### src/lcfp_pkg.sv
// shared constants and types of the lock and supply fault policy block
package lcfp_pkg;

   // ********************************
   // register map
   // ********************************
   localparam int ADDR_W = 8;
   localparam logic [7:0] CFG_ADDR = 8'h92;
   localparam logic [7:0] STATUS_ADDR = 8'h94;
   localparam logic [7:0] CLEAR_ADDR = 8'h96;
   localparam logic [7:0] IRQ_EN_ADDR = 8'h98;
   localparam logic [7:0] STATE_ADDR = 8'h9a;
   localparam logic [31:0] CFG_RESET = 32'h0000_0000;

   // ********************************
   // configuration field positions
   // ********************************
   localparam int LOCK_ACT_LSB = 15;
   localparam int LOCK_ACT_W = 4;
   localparam int LOCK_DEG_LSB = 11;
   localparam int LOCK_DEG_W = 4;
   localparam int LOW_THR_LSB = 8;
   localparam int LOW_POL_BIT = 7;
   localparam int HIGH_THR_LSB = 4;
   localparam int HIGH_POL_BIT = 3;
   localparam int RETRY_LIM_LSB = 0;
   localparam int THR_W = 3;

   // ********************************
   // lock action codes
   // ********************************
   localparam logic [3:0] ACT_LATCH_LAST = 4'h3;
   localparam logic [3:0] ACT_RETRY_LAST = 4'h7;
   localparam logic [3:0] ACT_REPORT = 4'h8;

   // ********************************
   // status bits (sticky, shared by clear and enable)
   // ********************************
   localparam int ST_W = 5;
   localparam int ST_LOCK = 0;
   localparam int ST_LATCH = 1;
   localparam int ST_LOW = 2;
   localparam int ST_HIGH = 3;
   localparam int ST_RETRY = 4;

   // ********************************
   // timing
   // ********************************
   localparam int CLK_HZ = 20_000_000;
   localparam int FILTER_STEP_US = 1;
   localparam int US_CYCLES = CLK_HZ / 1_000_000 * FILTER_STEP_US;
   localparam int LOCK_RETRY_MS = 100;
   localparam int RETRY_CYCLES = CLK_HZ / 1000 * LOCK_RETRY_MS;

   // ********************************
   // types
   // ********************************
   typedef enum logic [1:0] {
      LCFP_IDLE = 2'b00,
      LCFP_WAIT = 2'b01,
      LCFP_LATCHED = 2'b10
   } lcfp_lock_e;

   typedef struct packed {
      logic [31:0] cfg;
      logic [ST_W-1:0] sts;
      logic [ST_W-1:0] ien;
      logic [31:0] rdata;
      logic [4:0] us_div;
      logic [3:0] deg_cnt;
      lcfp_lock_e lock_st;
      logic [1:0] act;
      logic [4:0] retries;
      logic [31:0] wait_cnt;
      logic uv;
      logic ov;
      logic fault_n;
      logic hiz;
      logic recirc;
      logic [2:0] hs_on;
      logic [2:0] ls_on;
      logic irq;
   } lcfp_state_s;

endpackage

### src/lcfp_fault_policy.sv
// fault response policy for current-limit lock and supply window faults
//
// Local design decisions: the placing of the registers and the plain strobed port.
`timescale 1ns/1ps
module lcfp_fault_policy #(
   parameter int unsigned P_RETRY_CYCLES = lcfp_pkg::RETRY_CYCLES
) (
   input wire logic i_clk,
   input wire logic i_rst,
   input wire logic [lcfp_pkg::ADDR_W-1:0] i_addr,
   input wire logic [31:0] i_wdata,
   input wire logic i_wr,
   input wire logic i_rd,
   input wire logic i_ilimit,
   input wire logic [7:0] i_supply_half_v,
   output logic [31:0] o_rdata,
   output logic o_fault_output_pin_n,
   output logic o_gate_hiz,
   output logic o_recirc,
   output logic [2:0] o_hs_on,
   output logic [2:0] o_ls_on,
   output logic o_irq
);

   // ********************************
   // decode functions
   // ********************************
   function automatic logic [4:0] retry_limit(input logic [2:0] code);
      logic [4:0] r;
      case (code)
         3'h1: r = 5'h02;
         3'h2: r = 5'h03;
         3'h3: r = 5'h05;
         3'h4: r = 5'h07;
         3'h5: r = 5'h0a;
         3'h6: r = 5'h0f;
         3'h7: r = 5'h14;
         default: r = 5'h00;
      endcase
      return r;
   endfunction

   // ********************************
   // thresholds in half volts
   // ********************************
   function automatic logic [7:0] low_thr(input logic [2:0] code);
      logic [7:0] r;
      case (code)
         3'h1: r = 8'h09;
         3'h2: r = 8'h0a;
         3'h3: r = 8'h0b;
         3'h4: r = 8'h0c;
         3'h5: r = 8'h0f;
         3'h6: r = 8'h14;
         3'h7: r = 8'h19;
         default: r = 8'h00;
      endcase
      return r;
   endfunction

   function automatic logic [7:0] high_thr(input logic [2:0] code);
      logic [7:0] r;
      case (code)
         3'h1: r = 8'h28;
         3'h2: r = 8'h2d;
         3'h3: r = 8'h32;
         3'h4: r = 8'h37;
         3'h5: r = 8'h3c;
         3'h6: r = 8'h41;
         3'h7: r = 8'h46;
         default: r = 8'hff;
      endcase
      return r;
   endfunction

   // ********************************
   // bus strobe decode and stage drive
   // ********************************
   function automatic logic bus_hit(input logic strobe, input logic [lcfp_pkg::ADDR_W-1:0] addr,
      input logic [lcfp_pkg::ADDR_W-1:0] target);
      return strobe && addr == target;
   endfunction

   // stage drive of a stored action as {hiz, recirc, hs_on, ls_on}
   function automatic logic [7:0] stage_of(input logic [1:0] act);
      logic [7:0] r;
      case (act)
         2'h0: r = 8'h80;
         2'h1: r = 8'h40;
         2'h2: r = 8'h38;
         2'h3: r = 8'h07;
         default: r = 8'h80;
      endcase
      return r;
   endfunction

   // ********************************
   // state and working signals
   // ********************************
   lcfp_pkg::lcfp_state_s s_reg;
   lcfp_pkg::lcfp_state_s s_next;
   logic [3:0] act_code;
   logic [3:0] deg_code;
   logic [2:0] low_code;
   logic [2:0] high_code;
   logic [4:0] limit;
   logic [lcfp_pkg::ST_W-1:0] clr;
   logic [lcfp_pkg::ST_W-1:0] set;
   logic tick;
   logic detect_on;
   logic lock_raw;
   logic uv_cond;
   logic ov_cond;
   logic uv_hold;
   logic ov_hold;
   logic limit_hit;
   logic wait_done;

   // ********************************
   // retry timing
   // ********************************
   // a zero interval must not wrap the terminal count below zero
   localparam int unsigned WAIT_LAST = (P_RETRY_CYCLES > 0) ? P_RETRY_CYCLES - 1 : 0;

   // ********************************
   // output registers
   // ********************************
   assign o_rdata = s_reg.rdata;
   assign o_fault_output_pin_n = s_reg.fault_n;
   assign o_gate_hiz = s_reg.hiz;
   assign o_recirc = s_reg.recirc;
   assign o_hs_on = s_reg.hs_on;
   assign o_ls_on = s_reg.ls_on;
   assign o_irq = s_reg.irq;

   // ********************************
   // next state
   // ********************************
   always_comb begin
      s_next = s_reg;
      set = '0;
      act_code = s_reg.cfg[lcfp_pkg::LOCK_ACT_LSB +: lcfp_pkg::LOCK_ACT_W];
      deg_code = s_reg.cfg[lcfp_pkg::LOCK_DEG_LSB +: lcfp_pkg::LOCK_DEG_W];
      low_code = s_reg.cfg[lcfp_pkg::LOW_THR_LSB +: lcfp_pkg::THR_W];
      high_code = s_reg.cfg[lcfp_pkg::HIGH_THR_LSB +: lcfp_pkg::THR_W];
      limit = retry_limit(s_reg.cfg[lcfp_pkg::RETRY_LIM_LSB +: lcfp_pkg::THR_W]);
      clr = bus_hit(i_wr, i_addr, lcfp_pkg::CLEAR_ADDR) ? i_wdata[lcfp_pkg::ST_W-1:0] : '0;
      limit_hit = limit != 5'h00 && s_reg.retries >= limit;
      wait_done = s_reg.wait_cnt >= WAIT_LAST;

      // ********************************
      // register writes
      // ********************************
      if (bus_hit(i_wr, i_addr, lcfp_pkg::CFG_ADDR)) begin
         s_next.cfg = i_wdata;
      end
      if (bus_hit(i_wr, i_addr, lcfp_pkg::IRQ_EN_ADDR)) begin
         s_next.ien = i_wdata[lcfp_pkg::ST_W-1:0];
      end

      // ********************************
      // lock deglitch in microsecond steps
      // ********************************
      detect_on = act_code <= lcfp_pkg::ACT_REPORT;
      tick = s_reg.us_div == 5'(lcfp_pkg::US_CYCLES - 1);
      if (!i_ilimit || !detect_on) begin
         s_next.us_div = '0;
         s_next.deg_cnt = '0;
      end else begin
         s_next.us_div = tick ? 5'h00 : s_reg.us_div + 5'h01;
         if (tick && s_reg.deg_cnt != 4'hf) begin
            s_next.deg_cnt = s_reg.deg_cnt + 4'h1;
         end
      end
      lock_raw = i_ilimit && detect_on && (s_reg.deg_cnt >= deg_code);

      // ********************************
      // lock action state machine
      // ********************************
      case (s_reg.lock_st)
         lcfp_pkg::LCFP_IDLE: begin
            if (lock_raw) begin
               set[lcfp_pkg::ST_LOCK] = 1'b1;
               if (act_code <= lcfp_pkg::ACT_LATCH_LAST) begin
                  s_next.lock_st = lcfp_pkg::LCFP_LATCHED;
                  s_next.act = act_code[1:0];
                  set[lcfp_pkg::ST_LATCH] = 1'b1;
               end else if (act_code <= lcfp_pkg::ACT_RETRY_LAST) begin
                  s_next.act = act_code[1:0];
                  if (limit_hit) begin
                     s_next.lock_st = lcfp_pkg::LCFP_LATCHED;
                     set[lcfp_pkg::ST_LATCH] = 1'b1;
                  end else begin
                     s_next.lock_st = lcfp_pkg::LCFP_WAIT;
                     s_next.wait_cnt = '0;
                     set[lcfp_pkg::ST_RETRY] = 1'b1;
                  end
               end
            end
         end
         lcfp_pkg::LCFP_WAIT: begin
            if (wait_done) begin
               s_next.lock_st = lcfp_pkg::LCFP_IDLE;
               if (s_reg.retries != 5'h1f) begin
                  s_next.retries = s_reg.retries + 5'h01;
               end
            end else begin
               s_next.wait_cnt = s_reg.wait_cnt + 32'h1;
            end
         end
         lcfp_pkg::LCFP_LATCHED: begin
            if (clr[lcfp_pkg::ST_LATCH]) begin
               s_next.lock_st = lcfp_pkg::LCFP_IDLE;
            end
         end
         default: begin
            s_next.lock_st = lcfp_pkg::LCFP_IDLE;
         end
      endcase
      if (clr[lcfp_pkg::ST_LATCH]) begin
         s_next.retries = '0;
      end

      // ********************************
      // supply window
      // ********************************
      uv_cond = low_code != 3'h0 && i_supply_half_v < low_thr(low_code);
      ov_cond = high_code != 3'h0 && i_supply_half_v > high_thr(high_code);
      uv_hold = s_reg.uv && low_code != 3'h0 && !s_reg.cfg[lcfp_pkg::LOW_POL_BIT];
      ov_hold = s_reg.ov && high_code != 3'h0 && !s_reg.cfg[lcfp_pkg::HIGH_POL_BIT];
      s_next.uv = uv_cond || (uv_hold && !clr[lcfp_pkg::ST_LOW]);
      s_next.ov = ov_cond || (ov_hold && !clr[lcfp_pkg::ST_HIGH]);
      set[lcfp_pkg::ST_LOW] = uv_cond;
      set[lcfp_pkg::ST_HIGH] = ov_cond;

      // ********************************
      // sticky status, a new event wins over a clear
      // ********************************
      s_next.sts = (s_reg.sts & ~clr) | set;
      s_next.irq = |(s_next.sts & s_next.ien);

      // ********************************
      // output stage
      // ********************************
      s_next.fault_n = 1'b1;
      s_next.hiz = 1'b0;
      s_next.recirc = 1'b0;
      s_next.hs_on = 3'h0;
      s_next.ls_on = 3'h0;
      if (s_next.lock_st != lcfp_pkg::LCFP_IDLE) begin
         s_next.fault_n = 1'b0;
         {s_next.hiz, s_next.recirc, s_next.hs_on, s_next.ls_on} = stage_of(s_next.act);
      end else if (s_next.uv || s_next.ov) begin
         s_next.fault_n = 1'b0;
         s_next.hiz = 1'b1;
      end

      // ********************************
      // read data, valid the cycle after the strobe only
      // ********************************
      s_next.rdata = '0;
      if (i_rd) begin
         case (i_addr)
            lcfp_pkg::CFG_ADDR: s_next.rdata = s_reg.cfg;
            lcfp_pkg::STATUS_ADDR: s_next.rdata = {27'h0, s_reg.sts};
            lcfp_pkg::IRQ_EN_ADDR: s_next.rdata = {27'h0, s_reg.ien};
            lcfp_pkg::STATE_ADDR: begin
               s_next.rdata[1:0] = {s_reg.ov, s_reg.uv};
               s_next.rdata[3:2] = s_reg.lock_st;
               s_next.rdata[8:4] = s_reg.retries;
               s_next.rdata[10:9] = s_reg.act;
            end
            default: s_next.rdata = '0;
         endcase
      end
   end

   // ********************************
   // state register
   // ********************************
   always_ff @(posedge i_clk) begin
      if (i_rst) begin
         s_reg <= '0;
         s_reg.cfg <= lcfp_pkg::CFG_RESET;
         s_reg.fault_n <= 1'b1;
      end else begin
         s_reg <= s_next;
      end
   end

endmodule

### config.mk
export PLATFORM = sky130hd
export DESIGN_NAME = lcfp_fault_policy
export DESIGN_NICKNAME = d
export VERILOG_FILES = /design/src/lcfp_pkg.sv /design/src/lcfp_fault_policy.sv
export SDC_FILE = /design/constraint.sdc
export NUM_CORES = 1
export LEC_CHECK = 0
export BUFFER_PORTS_ARGS = -buffer_cell sky130_fd_sc_hd__buf_4
export CORE_ASPECT_RATIO = 1.75
export CORE_MARGIN = 8
export CORE_UTILIZATION = 50
export CTS_CLUSTER_SIZE = 28
export DETAILED_ROUTE_END_ITERATION = 6
export GPL_ROUTABILITY_DRIVEN = 0
export MAX_ROUTING_LAYER = met4
export PLACE_DENSITY = 0.72
export SYNTH_ARGS = -nofsm -noshare
export SYNTH_HDL_FRONTEND = slang
export SYNTH_SLANG_ARGS = --single-unit
### constraint.sdc
create_clock -name i_clk -period 6.3 [get_ports i_clk]
set_clock_uncertainty 0.2 [all_clocks]
set_input_delay 0 -clock i_clk [delete_from_list [all_inputs] [get_ports i_clk]]
set_output_delay 0 -clock i_clk [all_outputs]
set_load 0.01 [all_outputs]
==> metrics.yaml <==
global_routing:
  antenna_found_initial: 0
  grt_pass1_wl_mm: 27.38
  grt.total_usage_pct: 21.78
  grt_start_max_net_pins: 54
  grt_overflow: 0
  grt_pass1_vias: 5798
sta:
  fin_crit_sh_pct: 53.82
  max_freq_ghz: 0.2950
  slew-limit-headroom_pct: 16.53
  slew_violations: 0
  hold_viol: 0
  setup_tns_ps: 0
  layout_min_cycle_time_ps: 3390
  worst_slew_pin_slew_ps: 1249
  finalSetupViolations: 0
  rsz0062_at_grt: "no"
worst_setup_path:
  worstPathRequired_ps: 6440
  r2r_start: "low_code[2]"
  critical_path_depth: 9
  crit_type: "flip-flop to flip-flop"
  critPathMaxFanout: 7
  r2r-end: "s_reg[101]"
  crit_end: "s_reg[101]"
  cp_slowest_stage_delay_ps: 590
  crit_family: "buffers and inverters"
  crit_buf_inv: 3
  start_kind: "flip-flop"
  arrival_ps: 3530
  startpoint: "low_code[2]"
  worst-r2r-setup-slack_ps: 2910
  ff2ff_path_depth: 9
  crit_top_cell: "dlygate4sd3_1"
  slowest_stage: "dlygate4sd3_1"
  cp-end-kind: "flip-flop"
  path_cells: "nand2_1, ha_1, nor4_1, dlygate4sd3_1, nand3_1, dlygate4sd3_1, a31o_2, dlygate4sd3_1, a21oi_1"
yosys:
  synth_edf_count: 0
  yosysWarnings: 0
  ys_ff_latch: 132
  synth.distinct_cells: 61
  synthArstFlopShare_pct: 0
  syn-num-nets: 792
  synth_area_um2: 6186
  synthTopCellsByCount: "132 x dfxtp_1, 99 x nand2_1, 63 x a21oi_1"
  yosys.area.top_type_share_pct: 42.72
  ys_seq_area_share_pct: 42.72
  avgSynthCellArea_um2: 8.676
  synth.most_common_cell: "dfxtp_1"
  syn_inst: 713
  netlist_top_cells_area: "dfxtp_1 43%, nand2_1 6.0%, ha_1 5.3%, a21oi_1 5.1%, buf_4 4.7%"
  synth_flop_cell: "dfxtp_1"
  synth_top_area_cell: "dfxtp_1"
floorplan:
  ios: 95
  die_w_um: 100.1
  die_h_um: 163.1
  rows: 54
  initial_core_util_pct: 50.31
  dieArea_um2: 16330
  core_area_um2: 12300
power_and_ir_drop:
  total_power_uw: 1967
  ir_drop_mv: 0.1844
  power_leakage_uw: 0.003360
  power_density_nw_per_um2: 243.7
clock_tree:
  cts_sinks: 132
  cts_setup_buffers: 0
  cts.clk_slew.worst_paths_ps: 60
  clockBufferDepth: 2
  htree_levels: 4
  numCtsBuffers: 17
  cts_tree: "yes"
  cts-root-buf: "clkbuf_16"
  clock_latency_ps: 420
  cts_resized: 0
min_path:
  hold_path_class: "input pin to flip-flop"
  min-delay-start: "i_wr"
cells_and_area:
  final_nets: 913
  post-route-util_pct: 65.65
  drive_gt1_share_pct: 17.12
  largest_reg_flops: 80
  synthToLayoutAreaGrowth_pct: 30.50
  antennaDiodeCount: 0
routing:
  wl_per_cell_um: 16.42
  vias: 5517
  first_pass_iters: 5
  avgViaCountPerCell: 5.435
  route.met3.wl_um: 764
  ant_nets: 0
  wl_met1_mm: 6.025
  met2_length_mm: 9.007
  highest_layer: "met4"
  wirelength_mm: 16.67
  dr.first_iter.drc_count: 256
  drc: 0
placed_design:
  numPortBuffers: 94
  dp_hpwl_mm: 11.23
outcome:
  status: "finished clean"
job:
  cap_violations: 0
-- power by group --
| group | internal (µW) | leakage (µW) | switching (µW) |
|---|---|---|---|
| registers | 839 | 0.00106 | 3.21 |
| clock network | 650 | 0.000309 | 378 |
| logic | 51.8 | 0.00199 | 45.6 |
-- how the worst min path moves through the flow --
| stage | endpoint | slack, ps | cells past startpoint |
|---|---|---|---|
| 2_1_floorplan | act_code[0] | -60 | 2 |
| 3_3_place_gp | low_code[2] | 60 | 3 |
| 3_5_place_dp | s_reg[127] | 60 | 3 |
| 4_1_cts | s_reg[98] | 0.6 | 4 |
| 5_1_grt | s_reg[95] | 70 | 4 |
| 6_report | s_reg[98] | 20 | 4 |
-- cell type report --
class / count / area [µm²]
Fill cell: 1010 / 4224
Clock buffer: 19 / 452.9
Multi-Input combinational cell: 490 / 3034
Clock inverter: 13 / 170.2
Tap cell: 168 / 210.2
Timing Repair Buffer: 172 / 1484
Inverter: 21 / 78.83
Sequential cell: 132 / 2643
-- worst reg2reg max path: cells and delay by family (launching register included) --
kind / cells / cell delay [ps]
AO/OA/AOI/OAI: 2 / 380
adder cells (fa/ha/maj): 1 / 190
buffers and inverters: 3 / 1730
flip-flops: 1 / 470
AND/OR/NAND/NOR: 3 / 340
-- metal layers --
layer | track usage, % | vias to the layer above
li1 | - | 2688
met1 | 19.64 | 2617
met2 | 39.47 | 153
met3 | 5.420 | 59
met4 | 13.84 | 0
met5 | - | -
-- logic make-up (layout without fill, tap and decap cells) --
kind of cell,Yosys count,in the layout,synth area share [%]
mux,22,22,3.580
compound gates,140,140,14.34
fa+ha+maj,26,26,5.259
flops,132,132,42.72
buf+inv,91,225,8.313
xor+xnor,11,11,1.557
simple gates,291,291,24.23
-- cells in the final DEF, fill, tap and decap left out, drive strengths merged, types with 7 or more instances in the layout --
| cell type | instances |
|---|---|
| ha | 26 |
| nand2 | 99 |
| a21oi | 63 |
| nand4 | 11 |
| clkbuf | 19 |
| nor4 | 7 |
| nor3 | 12 |
| dlygate4sd3 | 77 |
| or3 | 13 |
| dfxtp | 132 |
| o21ai | 30 |
| and2 | 43 |
| nand3 | 14 |
| buf | 95 |
| mux2i | 21 |
| inv | 25 |
| nor2 | 48 |
-- through the flow --
stage	cell area (µm²)	instances	hold slack [ps]	setup slack (ps)
CTS	8073	1015	0.6001	2981
global route	8073	1015	66.94	2762
finish	8073	1015	15.85	2910
detailed placement	6679	906	63.83	3280
global placement	6679	906	55.76	3437
floorplan	6186	713	-59.55	3707
-- what timing repair did --
item	4_1_cts	5_1_grt
hold buffers	77	0
endpoints found under the hold margin	80	0
setup endpoints to repair	0	0
Power figures use the tool's default switching activity.
